File: config.mk
export PLATFORM = sky130hd
export DESIGN_NAME = mpc_control
export DESIGN_NICKNAME = d
export VERILOG_FILES = /design/src/logic/mpc_pkg.sv /design/src/logic/mpc_control.sv
export SDC_FILE = /design/constraint.sdc
export NUM_CORES = 1
export LEC_CHECK = 0
export BUFFER_PORTS_ARGS = -buffer_cell sky130_fd_sc_hd__buf_2
export CAP_MARGIN = 20
export CORE_UTILIZATION = 57
export CTS_CLUSTER_DIAMETER = 120
export CTS_CLUSTER_SIZE = 16
export DETAILED_ROUTE_END_ITERATION = 7
export PLACE_DENSITY = 0.83
export SYNTH_ARGS = -nofsm -noshare
export SYNTH_HDL_FRONTEND = slang
export SYNTH_SLANG_ARGS = --single-unit
export TNS_END_PERCENT = 100
File: constraint.sdc
create_clock -name sys_clk -period 6.4 [get_ports sys_clk]
set_input_delay 1.28 -clock sys_clk [delete_from_list [all_inputs] [get_ports sys_clk]]
set_output_delay 1.28 -clock sys_clk [all_outputs]
set_load 0.02 [all_outputs]
File: src/logic/mpc_pkg.sv
`default_nettype none
package mpc_pkg;
    // ------------------------------------------------------------
    // Register byte offsets
    // ------------------------------------------------------------
    localparam logic [7:0] OFF_CTRL_ONE = 8'h00; // Control register one
    localparam logic [7:0] OFF_CTRL_TWO = 8'h04; // Rate, correction, prescale, modes
    localparam logic [7:0] OFF_MODULUS = 8'h08; // Buffered modulus
    localparam logic [7:0] OFF_CNT_HI = 8'h0c; // Counter high bits
    localparam logic [7:0] OFF_CNT_LO = 8'h10; // Counter low byte
    localparam logic [7:0] OFF_DEAD = 8'h14; // Dead-time count, write once
    localparam logic [7:0] OFF_DISABLE_MAPPING_REG = 8'h18; // Disable mapping, write once
    localparam logic [7:0] OFF_MANUAL = 8'h1c; // Manual output control
    localparam logic [7:0] OFF_DUTY0 = 8'h20; // First of six duty registers
    localparam logic [7:0] OFF_DUTY_END = 8'h38; // One past the last duty register
    // ------------------------------------------------------------
    // Field positions
    // ------------------------------------------------------------
    localparam int C1_EN = 0; // module_enable
    localparam int C1_LOAD_OK = 1; // load_ok, write only
    localparam int C1_ISENS = 2; // correction_method_sel, 2 bits
    localparam int C1_FLAG = 4; // reload_flag
    localparam int C1_IRQEN = 5; // reload_irq_enable
    localparam int C1_SOFT_DISABLE_BANK_Y = 6; // soft_disable_bank_y
    localparam int C1_SOFT_DISABLE_BANK_X = 7; // soft_disable_bank_x
    localparam int C2_PRSC = 0; // clock_prescale_sel, 2 bits
    localparam int C2_POL = 2; // pair soft correction bits, 3 bits
    localparam int C2_CENTER = 5; // Center-aligned counting
    localparam int C2_RATE = 6; // reload_rate_sel, 2 bits
    localparam int C2_COMPL = 8; // Complementary pairs
    localparam int MAN_CTL = 6; // manual_output_control above six output bits
    // ------------------------------------------------------------
    // Correction schemes
    // ------------------------------------------------------------
    localparam logic [1:0] CORR_SOFT = 2'h0; // Pair bits pick the register
    localparam logic [1:0] CORR_DEAD = 2'h1; // Sense during dead time
    localparam logic [1:0] CORR_MID = 2'h2; // Sense at mid or end of cycle
    localparam logic [11:0] CNT_ONE = 12'h001; // Counter step
    localparam logic [2:0] DIV_ONE = 3'h1; // Prescale divider step
    // ------------------------------------------------------------
    // Carriers
    // ------------------------------------------------------------
    typedef struct packed {
        logic psel;
        logic penable;
        logic pwrite;
        logic [7:0] paddr;
        logic [31:0] pwdata;
    } mpc_apb_req_s;

    typedef struct packed {
        logic pready;
        logic pslverr;
        logic [31:0] prdata;
        logic en, load_ok, flag, armed, irq_en, soft_disable_bank_x, soft_disable_bank_y;
        logic [1:0] isens, rate, presc_buf, presc_act;
        logic [2:0] pol, sel, div, rl_cnt;
        logic center, compl, dir_down, hiz_wait, first_cycle, lo_held;
        logic [11:0] mod_buf, mod_act, cnt;
        logic [5:0][15:0] duty_buf;
        logic [5:0][15:0] duty_act;
        logic [7:0] lo_latch, dead, disable_mapping_reg;
        logic dead_wr, disable_mapping_reg_wr, manual_ctl;
        logic [5:0] manual_out, gen_out, pwm_out, pwm_oe_n;
        logic [1:0] soft_lat, flt_lat, flt1, flt2;
        logic [2:0] is1, is2;
        logic irq;
    } mpc_state_s;
endpackage
`default_nettype wire

File: src/logic/mpc_control.sv
// Our own choices: the address map and register access over APB.
`default_nettype none
// What this block does
// - Soft disable bit forces mapped pins inactive
// - Pins resume after bit clear and cycle start
// - Soft disable raises no interrupt or flag
// - Manual mode clears faults every clock
// - First enable reloads, sets flag, may interrupt
// - Complementary sensing starts on odd duty registers
// - Reset zeros duty and prescale; modulus kept
// - Modulus never reset; software writes nonzero
// - Prescale zero drives next clock, else wait cycle
// - Disable tristates pins unless manual, clears counter, zeros generator
// - Faults, manual pins, flag survive module disable
// - Wait mode keeps running; reload interrupt wakes
// - Break freezes generator, faults still force inactive
// - Break without clear enable protects flags
// - Counter high read latches low byte
// - Edge period equals modulus, center twice
// - Modulus buffered; reads return buffer
// - Six signed duty values compared against modulus
// - Duty buffered; pairs share one register
// - Load ok reads zero, self clears on load
// - Two-bit select picks correction scheme
// - Dead-time count written once, never shortened
// - Reload flag: read set, write zero clears
// - Reload every 1, 2, 4 or 8 cycles
module mpc_control
    import mpc_pkg::*;
(
    input wire logic sys_clk, // Bus clock, 40 MHz
    input wire logic rst_n, // Synchronous reset, active low
    input wire mpc_pkg::mpc_apb_req_s apb_req, // APB request group
    output logic pready, // APB ready
    output logic pslverr, // APB error on unmapped address
    output logic [31:0] prdata, // APB read data
    input wire logic [1:0] fault_bank_in, // Filtered fault per bank, pin side
    input wire logic [2:0] current_sense_in, // Current sense pins 1 to 3
    input wire logic break_mode, // Debug break state, same clock
    input wire logic break_clear_enable, // Break flag clearing allowed
    output logic [5:0] pwm_out, // PWM pin levels
    output logic [5:0] pwm_oe_n, // Pin output enable, low drives
    output logic reload_irq // Reload interrupt request
);
    import mpc_pkg::*;

    // ------------------------------------------------------------
    // Helpers
    // ------------------------------------------------------------
    // Low bits of the divider that must all be set for one tick
    function automatic logic [2:0] pow_mask(input logic [1:0] code);
        case (code)
            2'h0: pow_mask = 3'h0;
            2'h1: pow_mask = 3'h1;
            2'h2: pow_mask = 3'h3;
            default: pow_mask = 3'h7;
        endcase
    endfunction

    // Signed duty against the counter; saturates at both ends
    function automatic logic duty_on(input logic [15:0] duty, input logic [11:0] md,
                                     input logic [11:0] cn);
        if (duty[15] || duty == 16'h0000) begin
            duty_on = 1'b0;
        end else if (duty >= {4'h0, md}) begin
            duty_on = 1'b1;
        end else begin
            duty_on = cn < duty[11:0];
        end
    endfunction

    // Pins hit by the two banks through the mapping register
    function automatic logic [5:0] bank_pins(input logic [1:0] bank, input logic [7:0] map);
        logic [5:0] m;
        m = 6'h00;
        if (bank[0]) begin
            m[3:0] = m[3:0] | map[3:0];
        end
        if (bank[1]) begin
            m[5:2] = m[5:2] | map[7:4];
        end
        bank_pins = m;
    endfunction

    // ------------------------------------------------------------
    // State
    // ------------------------------------------------------------
    mpc_state_s s; // Registered state
    mpc_state_s next_s; // Next state
    logic [7:0] addr; // Request address
    logic access; // First access cycle
    logic wr_done; // Write completes this edge
    logic rd_done; // Read completes this edge
    logic flag_clear; // Clearing sequence finished
    logic freeze_flags; // Break protects flags
    logic en_rise; // Module just enabled
    logic tick; // Prescaled counter step
    logic cyc_start; // New PWM cycle
    logic cyc_mid; // Center turn point
    logic reload; // Reload cycle begins
    logic boundary; // Point where disables may lift
    logic drive; // Pins are driven
    logic [5:0] dmask; // Pins forced inactive
    logic [5:0] raw; // Pin level before disables
    logic [2:0] didx; // Duty register index
    logic [15:0] dsel; // Duty chosen for a pair

    assign addr = apb_req.paddr;
    assign access = apb_req.psel & apb_req.penable & ~s.pready;
    assign wr_done = apb_req.psel & apb_req.penable & s.pready & apb_req.pwrite;
    assign rd_done = apb_req.psel & apb_req.penable & s.pready & ~apb_req.pwrite;
    assign didx = 3'((addr - OFF_DUTY0) >> 2);

    // ------------------------------------------------------------
    // Next-state logic
    // ------------------------------------------------------------
    always_comb begin
        next_s = s;
        flag_clear = 1'b0;
        freeze_flags = break_mode & ~break_clear_enable;
        tick = 1'b0;
        cyc_start = 1'b0;
        cyc_mid = 1'b0;
        dsel = 16'h0000;
        // Pin side inputs pass two flops first
        next_s.flt1 = fault_bank_in;
        next_s.flt2 = s.flt1;
        next_s.is1 = current_sense_in;
        next_s.is2 = s.is1;

        // APB answer: one wait state, data registered with ready
        next_s.pready = access;
        next_s.pslverr = 1'b0;
        next_s.prdata = 32'h0000_0000;
        if (access) begin
            case (addr)
                OFF_CTRL_ONE: begin // Load ok always reads zero
                    next_s.prdata[7:0] = {s.soft_disable_bank_x, s.soft_disable_bank_y, s.irq_en, s.flag, s.isens, 1'b0, s.en};
                end
                OFF_CTRL_TWO: begin
                    next_s.prdata[8:0] = {s.compl, s.rate, s.center, s.pol, s.presc_buf};
                end
                OFF_MODULUS: next_s.prdata[11:0] = s.mod_buf; // Buffer, not active
                OFF_CNT_HI: next_s.prdata[3:0] = s.cnt[11:8];
                OFF_CNT_LO: next_s.prdata[7:0] = s.lo_held ? s.lo_latch : s.cnt[7:0];
                OFF_DEAD: next_s.prdata[7:0] = s.dead;
                OFF_DISABLE_MAPPING_REG: next_s.prdata[7:0] = s.disable_mapping_reg;
                OFF_MANUAL: next_s.prdata[6:0] = {s.manual_ctl, s.manual_out};
                default: begin
                    if (addr >= OFF_DUTY0 && addr < OFF_DUTY_END && addr[1:0] == 2'h0) begin
                        next_s.prdata[15:0] = s.duty_buf[didx];
                    end else begin
                        next_s.pslverr = 1'b1; // Unmapped
                    end
                end
            endcase
        end

        // Read side effects land on the completing edge
        if (rd_done && addr == OFF_CNT_HI) begin
            next_s.lo_latch = s.cnt[7:0]; // Hold low byte until read
            next_s.lo_held = 1'b1;
        end
        if (rd_done && addr == OFF_CNT_LO) begin
            next_s.lo_held = 1'b0;
        end
        if (rd_done && addr == OFF_CTRL_ONE && s.flag) begin
            next_s.armed = 1'b1; // First half of clear sequence
        end

        // Register writes
        if (wr_done) begin
            case (addr)
                OFF_CTRL_ONE: begin
                    // Disable bits touch no flag or interrupt
                    next_s.soft_disable_bank_x = apb_req.pwdata[C1_SOFT_DISABLE_BANK_X];
                    next_s.soft_disable_bank_y = apb_req.pwdata[C1_SOFT_DISABLE_BANK_Y];
                    next_s.irq_en = apb_req.pwdata[C1_IRQEN];
                    next_s.isens = apb_req.pwdata[C1_ISENS +: 2];
                    next_s.load_ok = apb_req.pwdata[C1_LOAD_OK];
                    next_s.en = apb_req.pwdata[C1_EN];
                    flag_clear = ~apb_req.pwdata[C1_FLAG] & s.armed & ~freeze_flags;
                end
                OFF_CTRL_TWO: begin
                    next_s.presc_buf = apb_req.pwdata[C2_PRSC +: 2];
                    next_s.pol = apb_req.pwdata[C2_POL +: 3];
                    next_s.center = apb_req.pwdata[C2_CENTER];
                    next_s.rate = apb_req.pwdata[C2_RATE +: 2];
                    next_s.compl = apb_req.pwdata[C2_COMPL];
                end
                OFF_MODULUS: next_s.mod_buf = apb_req.pwdata[11:0];
                OFF_DEAD: begin
                    // Locked after first write so dead time cannot shrink
                    if (!s.dead_wr) begin
                        next_s.dead = apb_req.pwdata[7:0];
                        next_s.dead_wr = 1'b1;
                    end
                end
                OFF_DISABLE_MAPPING_REG: begin
                    if (!s.disable_mapping_reg_wr) begin
                        next_s.disable_mapping_reg = apb_req.pwdata[7:0];
                        next_s.disable_mapping_reg_wr = 1'b1;
                    end
                end
                OFF_MANUAL: begin
                    next_s.manual_out = apb_req.pwdata[5:0];
                    next_s.manual_ctl = apb_req.pwdata[MAN_CTL];
                end
                default: begin
                    if (addr >= OFF_DUTY0 && addr < OFF_DUTY_END && addr[1:0] == 2'h0) begin
                        next_s.duty_buf[didx] = apb_req.pwdata[15:0];
                    end
                end
            endcase
        end

        // Counter and prescaler; frozen in break, kept running in wait
        en_rise = next_s.en & ~s.en;
        if (!next_s.en) begin
            next_s.cnt = 12'h000; // Cleared and stopped
            next_s.dir_down = 1'b0;
            next_s.div = 3'h0;
            next_s.rl_cnt = 3'h0;
        end else if (!en_rise && !break_mode) begin
            next_s.div = s.div + DIV_ONE;
            tick = (s.div & pow_mask(s.presc_act)) == pow_mask(s.presc_act);
            if (tick && !s.center) begin
                if (s.cnt >= s.mod_act - CNT_ONE) begin
                    next_s.cnt = 12'h000; // Period of modulus counts
                    cyc_start = 1'b1;
                end else begin
                    next_s.cnt = s.cnt + CNT_ONE;
                end
            end else if (tick && !s.dir_down) begin
                if (s.cnt >= s.mod_act) begin
                    next_s.dir_down = 1'b1; // Turn at modulus, twice the period
                    next_s.cnt = s.cnt - CNT_ONE;
                    cyc_mid = 1'b1;
                end else begin
                    next_s.cnt = s.cnt + CNT_ONE;
                end
            end else if (tick) begin
                if (s.cnt <= CNT_ONE) begin
                    next_s.cnt = 12'h000;
                    next_s.dir_down = 1'b0;
                    cyc_start = 1'b1;
                end else begin
                    next_s.cnt = s.cnt - CNT_ONE;
                end
            end
        end

        // Reload on first enable and every 1, 2, 4 or 8 cycles
        reload = en_rise | (cyc_start & (s.rl_cnt == pow_mask(s.rate)));
        if (cyc_start) begin
            next_s.rl_cnt = reload ? 3'h0 : s.rl_cnt + DIV_ONE;
        end
        if (reload) begin
            next_s.flag = 1'b1; // Set whatever load ok says
            next_s.armed = 1'b0; // A new reload spoils a pending clear
            if (next_s.load_ok) begin
                next_s.mod_act = s.mod_buf;
                next_s.duty_act = next_s.duty_buf;
                next_s.presc_act = next_s.presc_buf;
                next_s.load_ok = 1'b0; // Self clear once loaded
            end
        end else if (flag_clear) begin
            next_s.flag = 1'b0;
            next_s.armed = 1'b0;
        end
        // Without load ok the last loaded modulus stays in use

        // Pair register choice, fixed at cycle start or mid point
        if (en_rise) begin
            next_s.first_cycle = 1'b1;
            next_s.sel = 3'h0; // Odd registers first under sensing
            next_s.hiz_wait = next_s.presc_act != 2'h0;
        end else if (cyc_start) begin
            next_s.first_cycle = 1'b0;
            next_s.hiz_wait = 1'b0; // One full cycle has passed
        end
        if (!en_rise && (cyc_start || cyc_mid)) begin
            case (s.isens)
                CORR_DEAD: next_s.sel = cyc_start ? s.is2 : s.sel;
                CORR_MID: next_s.sel = (cyc_mid || !s.center) ? s.is2 : s.sel;
                default: next_s.sel = cyc_start ? s.pol : s.sel;
            endcase
        end

        // Generator outputs, forced low while disabled
        if (!next_s.en) begin
            next_s.gen_out = 6'h00;
        end else if (!break_mode) begin
            for (int p = 0; p < 3; p++) begin
                if (next_s.compl) begin
                    dsel = next_s.sel[p] ? next_s.duty_act[2 * p + 1] : next_s.duty_act[2 * p];
                    next_s.gen_out[2 * p] = duty_on(dsel, next_s.mod_act, next_s.cnt);
                    next_s.gen_out[2 * p + 1] = ~duty_on(dsel, next_s.mod_act, next_s.cnt);
                end else begin
                    next_s.gen_out[2 * p] = duty_on(next_s.duty_act[2 * p], next_s.mod_act,
                                                   next_s.cnt);
                    next_s.gen_out[2 * p + 1] = duty_on(next_s.duty_act[2 * p + 1],
                                                       next_s.mod_act, next_s.cnt);
                end
            end
        end

        // Disable latches; manual mode has no cycles so it checks each clock
        boundary = (cyc_start & ~en_rise) | next_s.manual_ctl;
        next_s.soft_lat[0] = next_s.soft_disable_bank_x | (s.soft_lat[0] & ~boundary);
        next_s.soft_lat[1] = next_s.soft_disable_bank_y | (s.soft_lat[1] & ~boundary);
        next_s.flt_lat = s.flt2 | (s.flt_lat & ~{2{boundary}}); // Faults work always
        dmask = bank_pins(next_s.soft_lat | next_s.flt_lat, next_s.disable_mapping_reg);

        // Pin stage; manual control drives even when disabled
        drive = next_s.manual_ctl | (next_s.en & ~next_s.hiz_wait);
        if (break_mode) begin
            raw = s.pwm_out; // Output stage frozen; faults still apply
        end else begin
            raw = next_s.manual_ctl ? next_s.manual_out : next_s.gen_out;
        end
        next_s.pwm_out = drive ? (raw & ~dmask) : 6'h00;
        next_s.pwm_oe_n = drive ? 6'h00 : 6'h3f;
        next_s.irq = next_s.flag & next_s.irq_en; // Wakes from wait

        // Reset clears control; modulus is left alone
        if (!rst_n) begin
            next_s = '0;
            next_s.pwm_oe_n = 6'h3f;
            next_s.mod_buf = s.mod_buf;
            next_s.mod_act = s.mod_act;
        end
    end

    // ------------------------------------------------------------
    // State register
    // ------------------------------------------------------------
    always_ff @(posedge sys_clk) begin
        s <= next_s;
    end

    assign pready = s.pready;
    assign pslverr = s.pslverr;
    assign prdata = s.prdata;
    assign pwm_out = s.pwm_out;
    assign pwm_oe_n = s.pwm_oe_n;
    assign reload_irq = s.irq;
endmodule
`default_nettype wire

# Word-level counts from Yosys, hierarchy flattened
# Index checks and enable logic that the tools add are counted.
[word_totals]
reg_bits = 360
latchBits = 0
ram_bits = 0
rom_bits = 0
inputBits = 52
n_memories = 0
[classes]
n_addsub = 6
mul = 0
div_mod_pow = 0
order_cmp = 25
n_eq_ne = 17
shifts = 0
n_mux = 119
bitwise = 45
reduce_logical = 61
[ops]
columns = ["cell", "count"]
rows = [
  ["96-bit 2-to-1 mux", 5],
  ["16-bit by 12-bit greater-or-equal comparator with 1-bit output", 9],
  ["16-bit zero test", 9],
  ["12-bit 2-to-1 mux", 10],
  ["12-bit less-than comparator", 9],
  ["96-bit bitwise mux", 1],
  ["16-bit 2-to-1 mux", 6],
  ["1-bit 2-to-1 mux", 51],
  ["16-bit binary-select mux with 3-bit select", 1],
  ["16-bit demux with 3-bit select", 1],
  ["8-bit by 5-bit == test with 1-bit output, second input constant", 4],
  ["4-bit case mux with 8 select lines", 1],
  ["3-bit 2-to-1 mux", 10],
  ["6-bit 2-to-1 mux", 5],
  ["12-bit greater-or-equal comparator", 2],
  ["8-bit 2-to-1 mux", 3],
  ["3-bit case mux with 8 select lines", 1],
  ["12-bit by 1-bit subtractor with 12-bit output, second input constant", 2],
  ["2-bit 2-to-1 mux", 11],
  ["3-bit case mux with 3 select lines", 2],
  ["17-bit 2-to-1 mux", 1],
  ["1-bit NOT", 17],
  ["8-bit by 4-bit == test with 1-bit output, second input constant", 2],
  ["1-bit AND", 15],
  ["other kinds (44)", 95],
]

# Logic depth before layout (Yosys ltp)
[depth]
ltp_word = 34
depth_mapped = 31
mapped_depth_nobuf = 28

# Worst setup path before layout
# Ideal clock, no wire load.
[synth_timing]
path_kind = "in2reg"
startpoint = "input port apb_req[33] (netlist name)"
endpoint = "register s (netlist bit pwm_out[2])"
arrival_ps = 6740
t_required_ps = 6261
path_slack_ps = -480
path_stages = 25
path_buffers = 7
path_cell_list = "or4_1 > clkbuf_1 > nor4_4 > mux2_2 > nand3_1 > o31ai_2 > buf_2 > buf_4 > buf_2 > buf_2 > buf_2 > buf_1 > o21ai_0 > ha_1 > nand2b_1 > a21o_1 > a21o_1 > a21o_1 > a211oi_1 > o21a_1 > o31ai_1 > o32ai_1 > mux2i_1 > a31oi_1 > nor4_1"
[synth_between]
elab_chain_cells = 22
[synth_rtl]
columns = ["item", "line", "rtl"]
rows = [
  ["start: declaration", "mpc_control.sv:33", "input wire mpc_pkg::mpc_apb_req_s apb_req,"],
  ["branches (longest 22 deep; another with 5-bit by 1-bit subtractor with 5-bit output)", "-", ""],
  ["end signal: assignment", "mpc_control.sv:339", "s <= next_s;"],
  ["end: declaration", "mpc_control.sv:88", "mpc_state_s s;"],
]
# Parallel ways; which one is timed is not known. The select of a mux whose other input is x is not followed.
# A chain may end at the register's enable or synchronous reset.

# Worst setup path in the final report
[layout_timing]
startpoint = "input port apb_req[33] (netlist name)"
endpoint = "register s (netlist bit pwm_out[0])"
# The elaborated chain is that of the path after synthesis.

==> qor.csv <==
metric;value;unit
status;finished, violations left;
failed_checks;DRC;
hold_violations;0;
whs_endpoint;s[7];
setup_violations;0;
drive_above_1_share;19.7;%
worstPathArrival;6690;ps
leakage;0.0119;uW
design.core.area;37900;um^2
die_h;199;um
grt_setup_unrepaired;yes;
drt-vias-per-instance;6.33;
cp-start-kind;primary input;
fp.dieW;199;um
clk_path_buf_depth;3;
synth-xor-area-share;0.594;%
first_pass_iters;8;
hp-start;s[9];
synth_top_family_by_area;simple AND/OR/NAND/NOR gates;
holdPathStages;1;
cts.sinks;333;
netlist.top_cell.by_area;dfxtp_1;
port-buffer-count;66;
finalClockSkew;40.7;ps
r2r_cells;28;
pwr_density_cell;147;nW/um^2
synth_area_per_cell;8.51;um^2
vias;21500;
setup_slack;123;ps
yosys_warnings;0;
ys_ff_latch;333;
ys.flop_type;dfxtp_1;
hold_class;reg2reg;
area_growth;18.2;%
drc;1;
drt_iter0_markers;2319;
synth_mux_area_share;10.5;%
gp_congestion;1.05;
dieArea;39600;um^2
reg2reg_slack;120;ps
fin_crit_sh;98.1;%
hpwl;61100;um
grt.overflow.total;0;
whs;444;ps
finalPower;3840;uW
clock_latency;570;ps
wirelength;78900;um
worst_pin_slew;1120;ps
ys_seq_area_share;31.2;%
pre_cts_ws;-625;ps
routedWlPerCell;23.2;um
yosys.area_share.simple;21.0;%
cp-end-kind;register;
cts_tree;yes;
fin_area;26100;um^2
ios;99;
synth_area_leaders;dfxtp_1, ha_1, mux2i_1;
grtUsageTotal;39.4;%
rows;71;
synth_compound_area_share;16.7;%
antenna_found_initial;1;
reg2reg_from;s[275];
slew_headroom;25.5;%
start_util;58.3;%
synth_fa_ha_area_share;13.5;%
cts_root_buffer;clkbuf_16;
ir_drop;0.189;mV
rr_endpoint;pwm_out[0];
synthTopCellsByCount;dfxtp_1, ha_1, a21oi_1;
layout.nets;3178;
fmax;159;MHz
drv_slew;0;
yosysMostFrequentCell;dfxtp_1;
synth_area;22100;um^2
grt_pass1_vias;21000;
worstPathRequired;6820;ps
period_minus_slack;6280;ps
grt_pass1_wl;118000;um
netlist.area_leader.share;28.0;%
grt_max_degree;142;
postRouteAntennaNets;0;
cap_violations;0;
h-tree-depth;1;
post_dp_cell_area;25200;um^2
synth_edf_count;24;
path_clk_slew;70;ps
critical_path_class;in2reg;
numCtsBuffers;24;
synthCells;2599;
diodes;0;
yosysUniqueCellTypes;88;
async_reset_ff_share;0;%
path_max_fanout;8;
[layer usage]
layer | GRT usage, % | vias to the layer above | part of all wire (%)
met4 | 30.1 | 0 | 9.0
met2 | 63.8 | 1239 | 45
met1 | 46.6 | 10200 | 37
met3 | 6.77 | 360 | 8.9
met5 | 0 | - | 0
li1 | - | 9781 | -
[power by group]
part           internal, uW  switching [uW]  total (uW)  leakage [uW]
combinational           106             180         286       0.00889
sequential             2100            6.09        2110       0.00272
clock                   704             739        1440      0.000319
total                  2910             925        3840        0.0119
[layout make-up]
| type | instances | area, um^2 |
|---|---|---|
| sequential | 333 | 6910 |
| timing repair buffer | 422 | 3220 |
| inverter | 149 | 559 |
| multi-input combinational | 1957 | 14200 |
| clock buffer | 31 | 648 |
| fill | 2977 | 11800 |
| clock inverter | 1 | 5.00 |
| tap | 511 | 639 |
[state kept, by name (all words and copies together), names as in the netlist]
register and count:
pwm_out 6, prdata 16, pwm_oe_n 1, pslverr 1, pready 1, reload_irq 1
s 307
[layout by cell type (no fill, tap or decap), types with 16 or more instances in the layout]
cell,instances
and2_1,110
o21ai_0,99
nand2b_1,25
a21o_1,37
inv_1,135
conb_1,16
nor2b_1,152
o211a_1,20
mux2i_1,172
dfxtp_1,309
edfxtp_1,24
buf_2,65
nand2_1,175
mux4_2,19
nor4_1,34
clkbuf_16,26
a21oi_1,189
buf_4,337
a21oi_2,20
nor2_1,205
nand4_1,39
ha_1,239
nor3_1,46
nand3_1,38
o21ai_1,31
[worst max-delay path by stage]
stage	from	slack, ps	cells past startpoint	to
floorplan	apb_req[33]	2	26	pwm_out[2]
global placement	apb_req[33]	-520	25	pwm_out[1]
detailed placement	apb_req[33]	-620	23	pwm_out[0]
CTS	s[272]	5	34	pwm_out[2]
global route	s[275]	-180	35	pwm_out[2]
finish	apb_req[33]	120	23	pwm_out[0]
[critical path, cell delays in order]
cell       delay, ps
buf_2            110
or4_1            590
nor4_4           440
buf_4            240
mux2i_4          280
nor3_4            80
buf_4            170
a22o_1           180
a32o_1           210
a211o_2          370
buf_4            200
buf_4            160
o21ai_1          170
inv_1             70
ha_1             280
o21ai_0          110
nand2b_1         100
a21oi_1          110
or4_1            550
a2111oi_2        410
buf_4            200
a41o_4           270
a311oi_1          90
[metrics by stage]
stage | util [%] | setup TNS, ps | instances
after global routing | 68.9 | -456 | 3404
after detailed placement | 66.4 | -3070 | 3366
after global placement | 66.4 | -2470 | 3365
after floorplan | - | 0 | 2614
after CTS | 68.3 | 0 | 3400
final | 68.9 | 0 | 3404
[cell families (layout without fill, tap and decap cells)]
logic type                 after synthesis  in the layout
other                                    1             16
muxes                                  207            207
buffers and inverters                  324            603
adders and majority gates              239            239
DFF                                    333            333
and+or+nand+nor                        898            898
xor gates and xnor gates                15             15
AOI/OAI and AO/OA                      582            582
[timing repair]
action | CTS | global route
buffers inserted | 2 | 4
endpoints found under the hold margin | 0 | 0
resized for setup | 18 | 47
setup endpoints to repair | 5 | 6
hold buffers | 0 | 0
pin swaps | 2 | 11
cloned | 0 | 1
Note: power is estimated with default switching activity, not from simulation.
